===== config.mk =====
export PLATFORM = sky130hd
export DESIGN_NAME = plcd_device_flat
export DESIGN_NICKNAME = d
export VERILOG_FILES = /design/src/hdl/plcd_pkg.sv /design/src/hdl/plcd_link_if.sv /design/src/hdl/plcd_fifo.sv /design/src/hdl/plcd_device.sv /design/src/flat_wrapper.sv
export SDC_FILE = /design/constraint.sdc
export NUM_CORES = 1
export LEC_CHECK = 0
export BUFFER_PORTS_ARGS = -buffer_cell sky130_fd_sc_hd__buf_2
export CELL_PAD_IN_SITES_DETAIL_PLACEMENT = 0
export CELL_PAD_IN_SITES_GLOBAL_PLACEMENT = 1
export CORE_MARGIN = 4
export CORE_UTILIZATION = 54
export CTS_BUF_LIST = sky130_fd_sc_hd__clkbuf_8 sky130_fd_sc_hd__clkbuf_16
export CTS_CLUSTER_SIZE = 40
export DETAILED_ROUTE_END_ITERATION = 8
export PLACE_DENSITY = 0.92
export RECOVER_POWER = 25
export REMOVE_ABC_BUFFERS = 1
export SYNTH_ARGS = -nofsm -noshare
export SYNTH_HDL_FRONTEND = slang
export SYNTH_SLANG_ARGS = --single-unit

===== constraint.sdc =====
create_clock -name sysClk -period 5.04 [get_ports sysClk]
set_clock_uncertainty 0.05 [all_clocks]
set_input_delay 0 -clock sysClk [delete_from_list [all_inputs] [get_ports sysClk]]
set_output_delay 0 -clock sysClk [all_outputs]
set_load 0.005 [all_outputs]

===== src/hdl/plcd_pkg.sv =====
package plcd_pkg;
    // Serial word layout.
    localparam int unsigned WORD_W       = 16;
    localparam int unsigned SAMPLE_W     = 12;
    localparam int unsigned ADDR_W       = 7;
    localparam int unsigned DATA_W       = 8;
    localparam int unsigned RW_POS       = 15;
    localparam int unsigned ADDR_LSB     = 8;
    // Register map.
    localparam logic [6:0] ADDR_CLK_DIV  = 7'h01;
    localparam logic [6:0] ADDR_STATUS   = 7'h02;
    localparam logic [6:0] ADDR_ANALOG   = 7'h03;
    localparam logic [7:0] CLK_DIV_RST   = 8'h00;
    localparam logic [7:0] ANALOG_RST    = 8'h00;
    localparam int unsigned FIRST_LSB    = 4;
    localparam int unsigned SECOND_LSB   = 0;
    localparam int unsigned DIV_FIELD_W  = 4;
    localparam int unsigned ST_MODE_POS  = 7;
    localparam int unsigned ST_EMPTY_POS = 6;
    localparam int unsigned ST_FULL_POS  = 5;
    localparam int unsigned ST_DROP_POS  = 4;
    // Converter code at mid-scale and sign flip to offset binary.
    localparam logic [11:0] CODE_MID     = 12'h000;
    localparam logic [11:0] SIGN_FLIP    = 12'h800;
    // Timing.
    localparam longint SYS_CLK_HZ        = 125000000;
    localparam longint SCLK_MAX_HZ       = 30000000;
    localparam int unsigned SCLK_HALF    =
        int'((SYS_CLK_HZ + 2 * SCLK_MAX_HZ - 1) / (2 * SCLK_MAX_HZ));
    localparam int unsigned REF_HALF     = 2;
    localparam int unsigned MAX_DIV      = 256;
    localparam int unsigned ENTRY_CONV   = 20;
    localparam int unsigned GAP_CONV     = 10;
    localparam int unsigned ENTRY_CYCLES = ENTRY_CONV * MAX_DIV * 2 * REF_HALF;
    localparam int unsigned GAP_CYCLES   = GAP_CONV * MAX_DIV * 2 * REF_HALF;
    localparam int unsigned FIFO_DEPTH   = 8;
endpackage


===== src/hdl/plcd_link_if.sv =====
interface plcd_link_if;
    logic chipSelN;
    logic sclk;
    logic din;
    logic dout;
    logic doutOe;
    logic doutLine;
    logic sampleMode;
    logic reference_clock_in;

    // Undriven line reads high through the board pull-up.
    assign doutLine = doutOe ? dout : 1'b1;

    modport dev (
        input  chipSelN,
        input  sclk,
        input  din,
        output dout,
        output doutOe,
        input  sampleMode,
        input  reference_clock_in
    );
    modport host (
        output chipSelN,
        output sclk,
        output din,
        input  doutLine,
        output sampleMode,
        output reference_clock_in
    );
endinterface


===== src/hdl/plcd_fifo.sv =====
module plcd_fifo #(
    parameter int unsigned W     = 12,
    parameter int unsigned DEPTH = 8
) (
    // Clock and reset.
    input  wire logic         sysClk,
    input  wire logic         rst,
    // Fill side.
    input  wire logic         inValid,
    output logic              inReady,
    input  wire logic [W-1:0] inData,
    // Drain side.
    output logic              outValid,
    input  wire logic         outReady,
    output logic [W-1:0]      outData
);
    localparam int unsigned PW = $clog2(DEPTH);

    logic [W-1:0] mem [DEPTH];
    logic [PW:0]  wrPtr_q;
    logic [PW:0]  rdPtr_q;
    wire          doPush = inValid && inReady;
    wire          doPop  = outValid && outReady;

    assign inReady  = (wrPtr_q - rdPtr_q) != (PW+1)'(DEPTH);
    assign outValid = wrPtr_q != rdPtr_q;
    assign outData  = mem[rdPtr_q[PW-1:0]];

    always_ff @(posedge sysClk) begin
        if (doPush) begin
            mem[wrPtr_q[PW-1:0]] <= inData;
        end
    end

    always_ff @(posedge sysClk) begin
        if (rst) begin
            wrPtr_q <= '0;
            rdPtr_q <= '0;
        end else begin
            wrPtr_q <= wrPtr_q + (PW+1)'(doPush);
            rdPtr_q <= rdPtr_q + (PW+1)'(doPop);
        end
    end
endmodule


===== src/hdl/plcd_device.sv =====
module plcd_device #(
    parameter int unsigned FIFO_DEPTH = plcd_pkg::FIFO_DEPTH
) (
    // Clock and reset.
    input  wire logic   sysClk,
    input  wire logic   rst,
    // Serial link.
    plcd_link_if.dev    link,
    // Converter side.
    output logic [11:0] convLevel,
    output logic        convUpdate,
    // Configuration and flow.
    output logic [7:0]  analogCtrl,
    output logic        sampleBackpressure
);
    localparam int unsigned SW = plcd_pkg::SAMPLE_W;
    localparam int unsigned WW = plcd_pkg::WORD_W;

    // Pin edge detection; inputs are synchronous to sysClk.
    logic sclkPrev_q;
    logic csPrev_q;
    logic refPrev_q;
    wire  sclkRise = link.sclk && !sclkPrev_q;
    wire  sclkFall = !link.sclk && sclkPrev_q;
    wire  csFall   = !link.chipSelN && csPrev_q;
    wire  csRise   = link.chipSelN && !csPrev_q;
    wire  refRise  = link.reference_clock_in && !refPrev_q;

    // Serial slave state.
    logic [WW-1:0] inShift_q;
    logic [4:0]    bitCnt_q;
    logic [WW-1:0] outShift_q;
    logic          dout_q;
    logic          doutOe_q;
    logic          prevRw_q;
    logic [6:0]    prevAddr_q;
    logic [7:0]    prevData_q;

    // Registers.
    logic [7:0]    clkDiv_q;
    logic [7:0]    analog_q;
    logic          drop_q;

    // Divider and converter state.
    logic [3:0]    stage1Cnt_q;
    logic [3:0]    stage2Cnt_q;
    logic [11:0]   convLevel_q;
    logic          convUpdate_q;
    logic          backp_q;

    // FIFO wiring.
    logic          fifoInReady;
    logic          fifoOutValid;
    logic [SW-1:0] fifoOutData;

    wire  sampleModeNow = link.sampleMode;

    function automatic logic [7:0] readReg(input logic [6:0] addr,
                                           input logic [7:0] div,
                                           input logic [7:0] ana,
                                           input logic [7:0] st);
        if (addr == plcd_pkg::ADDR_CLK_DIV) begin
            readReg = div;
        end else if (addr == plcd_pkg::ADDR_STATUS) begin
            readReg = st;
        end else if (addr == plcd_pkg::ADDR_ANALOG) begin
            readReg = ana;
        end else begin
            readReg = 8'h00;
        end
    endfunction

    // Status byte shows live block state.
    wire [7:0] statusByte = {sampleModeNow, !fifoOutValid, !fifoInReady, drop_q, 4'h0};

    // Word returned during the next command.
    wire [7:0]    prevRead = readReg(prevAddr_q, clkDiv_q, analog_q, statusByte);
    wire [WW-1:0] replyWord = {prevRw_q, prevAddr_q, prevRw_q ? prevRead : prevData_q};

    // Received command fields.
    wire          cmdRw   = inShift_q[plcd_pkg::RW_POS];
    wire [6:0]    cmdAddr = inShift_q[plcd_pkg::ADDR_LSB +: plcd_pkg::ADDR_W];
    wire [7:0]    cmdData = inShift_q[plcd_pkg::DATA_W-1:0];
    wire          cmdDone = csRise && !sampleModeNow && bitCnt_q == 5'(WW);
    wire          cmdWrite = cmdDone && !cmdRw;

    // Sample capture: first 12 bits, left-justified within the frame.
    wire          smpDone = csRise && sampleModeNow && bitCnt_q >= 5'(SW);
    wire [SW-1:0] smpWord = (bitCnt_q == 5'(SW)) ? inShift_q[SW-1:0]
                                                 : inShift_q[WW-1 -: SW];
    wire          smpDrop = smpDone && !fifoInReady;
    wire          dropClr = cmdWrite && cmdAddr == plcd_pkg::ADDR_STATUS
                            && cmdData[plcd_pkg::ST_DROP_POS];

    // Divider stages count reference edges.
    wire [3:0] firstN  = clkDiv_q[plcd_pkg::FIRST_LSB +: plcd_pkg::DIV_FIELD_W];
    wire [3:0] secondN = clkDiv_q[plcd_pkg::SECOND_LSB +: plcd_pkg::DIV_FIELD_W];
    wire       stage1Tick = refRise && stage1Cnt_q >= firstN;
    wire       convTick   = stage1Tick && stage2Cnt_q >= secondN;

    // Converter pops at most one sample per converter tick.
    wire       popSample = convTick && fifoOutValid;

    always_ff @(posedge sysClk) begin
        if (rst) begin
            sclkPrev_q <= 1'b0;
            csPrev_q   <= 1'b1;
            refPrev_q  <= 1'b0;
        end else begin
            sclkPrev_q <= link.sclk;
            csPrev_q   <= link.chipSelN;
            refPrev_q  <= link.reference_clock_in;
        end
    end

    // Serial receiver runs on chip select falls and serial clock rises only.
    always_ff @(posedge sysClk) begin
        if (rst) begin
            inShift_q <= '0;
            bitCnt_q  <= '0;
        end else if (csFall) begin
            bitCnt_q  <= '0;
        end else if (sclkRise && !link.chipSelN) begin
            inShift_q <= {inShift_q[WW-2:0], link.din};
            bitCnt_q  <= (bitCnt_q == 5'(WW)) ? bitCnt_q : bitCnt_q + 5'd1;
        end
    end

    always_ff @(posedge sysClk) begin
        if (rst) begin
            outShift_q <= '0;
            dout_q     <= 1'b0;
            doutOe_q   <= 1'b0;
        end else if (csFall && !sampleModeNow) begin
            dout_q     <= replyWord[WW-1];
            outShift_q <= {replyWord[WW-2:0], 1'b0};
            doutOe_q   <= 1'b1;
        end else if (link.chipSelN || sampleModeNow) begin
            doutOe_q   <= 1'b0;
        end else if (sclkFall) begin
            dout_q     <= outShift_q[WW-1];
            outShift_q <= {outShift_q[WW-2:0], 1'b0};
        end
    end

    // Command execution at the end of a full command word.
    always_ff @(posedge sysClk) begin
        if (rst) begin
            prevRw_q   <= 1'b0;
            prevAddr_q <= '0;
            prevData_q <= '0;
            clkDiv_q   <= plcd_pkg::CLK_DIV_RST;
            analog_q   <= plcd_pkg::ANALOG_RST;
        end else if (cmdDone) begin
            prevRw_q   <= cmdRw;
            prevAddr_q <= cmdAddr;
            prevData_q <= cmdData;
            if (cmdWrite && cmdAddr == plcd_pkg::ADDR_CLK_DIV) begin
                clkDiv_q <= cmdData;
            end else if (cmdWrite && cmdAddr == plcd_pkg::ADDR_ANALOG) begin
                analog_q <= cmdData;
            end
        end
    end

    // Dropped-sample flag: a new drop wins over a clear.
    always_ff @(posedge sysClk) begin
        if (rst) begin
            drop_q <= 1'b0;
        end else if (smpDrop) begin
            drop_q <= 1'b1;
        end else if (dropClr) begin
            drop_q <= 1'b0;
        end
    end

    always_ff @(posedge sysClk) begin
        if (rst) begin
            stage1Cnt_q <= '0;
            stage2Cnt_q <= '0;
        end else if (refRise) begin
            stage1Cnt_q <= stage1Tick ? 4'd0 : stage1Cnt_q + 4'd1;
            if (stage1Tick) begin
                stage2Cnt_q <= convTick ? 4'd0 : stage2Cnt_q + 4'd1;
            end
        end
    end

    // Converter output holds its last value when no sample arrives.
    always_ff @(posedge sysClk) begin
        if (rst) begin
            convLevel_q  <= plcd_pkg::CODE_MID ^ plcd_pkg::SIGN_FLIP;
            convUpdate_q <= 1'b0;
            backp_q      <= 1'b0;
        end else begin
            convUpdate_q <= convTick;
            backp_q      <= !fifoInReady;
            if (popSample) begin
                convLevel_q <= fifoOutData ^ plcd_pkg::SIGN_FLIP;
            end
        end
    end

    plcd_fifo #(
        .W     (SW),
        .DEPTH (FIFO_DEPTH)
    ) u_fifo (
        .sysClk   (sysClk),
        .rst      (rst),
        .inValid  (smpDone),
        .inReady  (fifoInReady),
        .inData   (smpWord),
        .outValid (fifoOutValid),
        .outReady (convTick),
        .outData  (fifoOutData)
    );

    assign link.dout          = dout_q;
    assign link.doutOe        = doutOe_q;
    assign convLevel          = convLevel_q;
    assign convUpdate         = convUpdate_q;
    assign analogCtrl         = analog_q;
    assign sampleBackpressure = backp_q;
endmodule


===== src/flat_wrapper.sv =====
// flat-port wrapper written by rule: the top's interface ports become plain ports
module plcd_device_flat 
#(
    parameter int unsigned FIFO_DEPTH = plcd_pkg::FIFO_DEPTH
)
  (sysClk, rst, convLevel, convUpdate, analogCtrl, sampleBackpressure, link_chipSelN, link_sclk, link_din, link_dout, link_doutOe, link_sampleMode, link_reference_clock_in);
  plcd_link_if link_i ();
  input  wire logic sysClk;
  input  wire logic rst;
  output logic [11:0] convLevel;
  output logic convUpdate;
  output logic [7:0] analogCtrl;
  output logic sampleBackpressure;
  input wire logic [$bits(link_i.chipSelN)-1:0] link_chipSelN;
  input wire logic [$bits(link_i.sclk)-1:0] link_sclk;
  input wire logic [$bits(link_i.din)-1:0] link_din;
  output wire logic [$bits(link_i.dout)-1:0] link_dout;
  output wire logic [$bits(link_i.doutOe)-1:0] link_doutOe;
  input wire logic [$bits(link_i.sampleMode)-1:0] link_sampleMode;
  input wire logic [$bits(link_i.reference_clock_in)-1:0] link_reference_clock_in;
  assign link_i.chipSelN = link_chipSelN;
  assign link_i.sclk = link_sclk;
  assign link_i.din = link_din;
  assign link_dout = link_i.dout;
  assign link_doutOe = link_i.doutOe;
  assign link_i.sampleMode = link_sampleMode;
  assign link_i.reference_clock_in = link_reference_clock_in;
  plcd_device #(.FIFO_DEPTH(FIFO_DEPTH)) u_core (.sysClk(sysClk), .rst(rst), .link(link_i), .convLevel(convLevel), .convUpdate(convUpdate), .analogCtrl(analogCtrl), .sampleBackpressure(sampleBackpressure));
endmodule

==> results.md <==
- Status: finished, violations left
- Violated checks: capacitance limit, slew limit
- Clock share of power: 42.1%
- Part of the power in registers: 56.1%
- Synthesized instance count: around 700
- Vias in the first global route: 5357
- # fillers: 1189
- CP max stage cell: clkbuf_1
- Number of port buffers: 30
- FMAX: 276.8 MHz
- Net Sw Frac: 19.94%
- Gr usage total: between 20% and 30%
- Antenna violations before repair: 0
- Async S/R FF share, synth: 0%
- Syn Area/Cell: 12.01 µm²
- Initial core utilization: 55.05%
- Internal Power: between 2000 and 2500 µW
- Final ANT Viol Nets: 0
- Critical-path cell list: clkbuf_1, nor4_1, dlygate4sd3_1
- Largest net degree at the start of global routing: 106
- Post_cts resized: 0
- Area delta synth->final: 10.63%
- Tot Pwr: just over 3000 µW
- Register area: 4965 µm²
- Setup crit end kind: flop
- Comb power frac: under 10%
- Multi-input logic area: around 3200 µm²
- Syn. warnings: 0
- Cell Pwr Density: approximately 330 nW/µm²
- Worst setup path startpoint: rst
- Total negative slack: 0 ns
- Number of enable flip-flop cells after synthesis: 96
- Crit path arrival time: ~3.9 ns
- Leak pwr: 0.003326 µW
- H-tree Lvls: 4
- Seq cells post-synth: 200
- Ant diodes: 0
- Netlist cell types: 52
- Mapped cell area: 8368 µm²
- Worst r2r src: u_core.u_fifo.rdPtr_q[1]
- Crit Path Class: primary input to flop
- Via count: between 5000 and 6000
- Seq/Total Area, Yosys: around three fifths
- Residual DRC: 0
- Clock period minus worst slack: 3.613 ns
- Hpwl dp: 11.78 mm
- Final Max Tran Viols: 106
- Io pins: 31
- Final Hold Fails: 0
- Startpoint Class: primary input
- RSZ-0062 raised after global routing: false
- Clock Latency Late Sink: ~0.43 ns
- Total Wirelength: ~18 mm
- First-pass GRT wire length: around 29 mm
- Vias per std cell: between 5 and 6
- Setup Buffers After CTS: 0
- Dpl cells: 886
- Hold Crit Class: primary input to flop
- Final cycle utilization of the critical path: 71.68%
- Die Wd: 132.5 µm
- Num Clock Sinks: 200
- Grt ovf: 0
- RR Endpoint: u_core.u_fifo.mem[3][3]
- Chip height: roughly 130 µm
- Layout cells sized above 1: 12.09%
- FP Rows: 45
- Total CTS buffers: 17
- Worst slew pin tran: 4.427 ns
- Initial DRC count: 435
- Crit-path max FO: 105
- R2r worst-path depth: 7
- Max cap viols: 1
- Core Area: 15200 µm²
- Clock Path Buffers: 2
- Fin nets: 749
- Drt first pass iters: 6
- Die area: 17550 µm²
- Final setup vio count: 0
- CTS tree: built
- Routed wire length per instance: 19.10 µm
- Slowest stage delay, CP: roughly 3.0 ns
- Fin cells: 924
- Peak supply drop: 0.2312 mV
- CTS root buf: clkbuf_16
- Crit path to: u_core.link.doutOe
- Clk slew on worst S/H paths: around 0.070 ns
- Main flop type after synthesis: dfxtp_1
- R2R setup slack: 1.53 ns
- NetSw: ~600 µW
- Req. time, crit path: 5.30 ns
- Final GP Congestion: 0.8933
- Max_slew headroom: -195.1%
-- cells in the final DEF, fill, tap and decap left out, drive strengths merged, types with 5 or more instances in the layout --
cell type    netlist  routed
a211oi            10      10
a21oi             54      54
a22oi             10      10
buf               10      20
clkbuf            26      37
clkinv             1       9
dfxtp            104     104
dlygate4sd3        0       6
edfxtp            96      96
ha                19      19
inv               23      25
mux2              13      13
mux2i             39      39
mux4              24      24
nand2             60      60
nand2b             6       6
nand3             13      13
nand4              5       5
nor2              60      60
nor2b             19      19
nor3              15      15
o21ai             23      23
or3               16      16
xor2               7       7
-- state kept, by name, summed over array words and instances, names as in the netlist, 4 cells and up --
signal and cells:
u_core.outShift_q 15, u_core.analogCtrl 8, u_core.prevData_q 8, u_core.u_fifo.mem 96, u_core.u_fifo.wrPtr_q 4, u_core.stage2Cnt_q 4, u_core.stage1Cnt_q 4, u_core.u_fifo.rdPtr_q 4
u_core.convLevel 12, u_core.bitCnt_q 5, u_core.clkDiv_q 8, u_core.prevAddr_q 7, u_core.inShift_q 16
-- cell families after synthesis --
kind of cell / Yosys count / share of synthesized area (%)
XOR/XNOR: 11 / 1.151
buffers and inverters: 60 / 2.796
adder cells (fa/ha/maj): 19 / 2.841
multiplexers: 76 / 12.87
AO/OA/AOI/OAI: 117 / 8.239
flip-flops: 200 / 59.33
AND/OR/NAND/NOR: 214 / 12.77
-- worst max-delay path, delay by kind of cell --
family,cells,cell delay [ns]
buf+inv,2,3.75
simple gates,1,0.02
-- metal layers --
layer  global-route usage (%)  up-vias  wire (µm)
met5                        0        -          0
met4                    8.776        0        501
met3                    3.878       33        772
li1                         -     2600          -
met1                    28.25     2669       7743
met2                    33.35      141       8627
-- synthesized netlist by cell type (3+ instances only) --
| cell type | instances | area share, % |
|---|---|---|
| mux2_2 | 13 | 1.7 |
| nor3_1 | 14 | 0.84 |
| a211oi_1 | 10 | 0.90 |
| nand2b_1 | 6 | 0.45 |
| buf_2 | 7 | 0.42 |
| a31oi_1 | 4 | 0.30 |
| inv_1 | 23 | 1.0 |
| nand4_1 | 5 | 0.37 |
| edfxtp_1 | 96 | 34 |
| dfxtp_1 | 104 | 25 |
| buf_1 | 3 | 0.13 |
| ha_1 | 19 | 2.8 |
| nand3_1 | 13 | 0.78 |
| o21ai_0 | 23 | 1.4 |
| or3_1 | 16 | 1.2 |
| xnor2_1 | 4 | 0.42 |
| clkbuf_1 | 26 | 1.2 |
| nor2b_1 | 19 | 1.4 |
| or2_2 | 3 | 0.22 |
| nand2_1 | 60 | 2.7 |
| mux2i_1 | 39 | 4.7 |
| xor2_1 | 7 | 0.73 |
| mux4_2 | 24 | 6.5 |
| nor2_1 | 60 | 2.7 |
| a22oi_1 | 10 | 0.90 |
| a21oi_1 | 54 | 3.2 |
| a21o_1 | 3 | 0.27 |
-- repair_timing --
item	4_1_cts	5_1_grt
endpoints found under the setup margin	0	0
hold endpoints to repair	13	0
hold buffers	6	0
-- worst min path at each step --
stage	start	end	slack, ns	cells after the start
after floorplan	rst	u_core.convLevel[0]	0.02	1
after global placement	link_reference_clock_in	u_core.refPrev_q	0.19	2
after detailed placement	link_reference_clock_in	u_core.refPrev_q	0.20	2
after CTS	rst	u_core.clkDiv_q[5]	0.18	2
after global routing	link_reference_clock_in	u_core.refPrev_q	0.32	3
final	link_sclk	u_core.sclkPrev_q	0.31	3
-- cell type report --
| cell class | instances | share of cell area [%] |
|---|---|---|
| sequential | 200 | 53.63 |
| inverter | 24 | 0.9731 |
| multi-input combinational | 437 | 34.29 |
| timing repair buffer | 43 | 2.608 |
| tap | 188 | 2.541 |
| clock buffer | 20 | 5.041 |
| clock inverter | 12 | 0.9190 |
-- power by group through the flow --
stage / sequential [µW] / clock [µW] / combinational, µW
floorplan: 1730 / 0 / 25.4
global placement: 1730 / 0 / 48.5
detailed placement: 1730 / 0 / 50.2
CTS: 1700 / 1290 / 53.7
global route: 1690 / 1360 / 59.9
finish: 1700 / 1270 / 53.6
-- stage by stage --
step | hold slack [ns] | util (%) | worst slack, ns | area [µm²]
CTS | 0.1790 | 61.05 | 1.572 | 9281
detailed placement | 0.1952 | 57.03 | 1.605 | 8670
global placement | 0.1872 | 57.03 | 1.718 | 8670
global route | 0.3208 | 60.90 | 0.9857 | 9258
floorplan | 0.01907 | - | 1.491 | 8224
finish | 0.3090 | 60.90 | 1.427 | 9258
No activity file was read; power rests on OpenSTA's default activity.
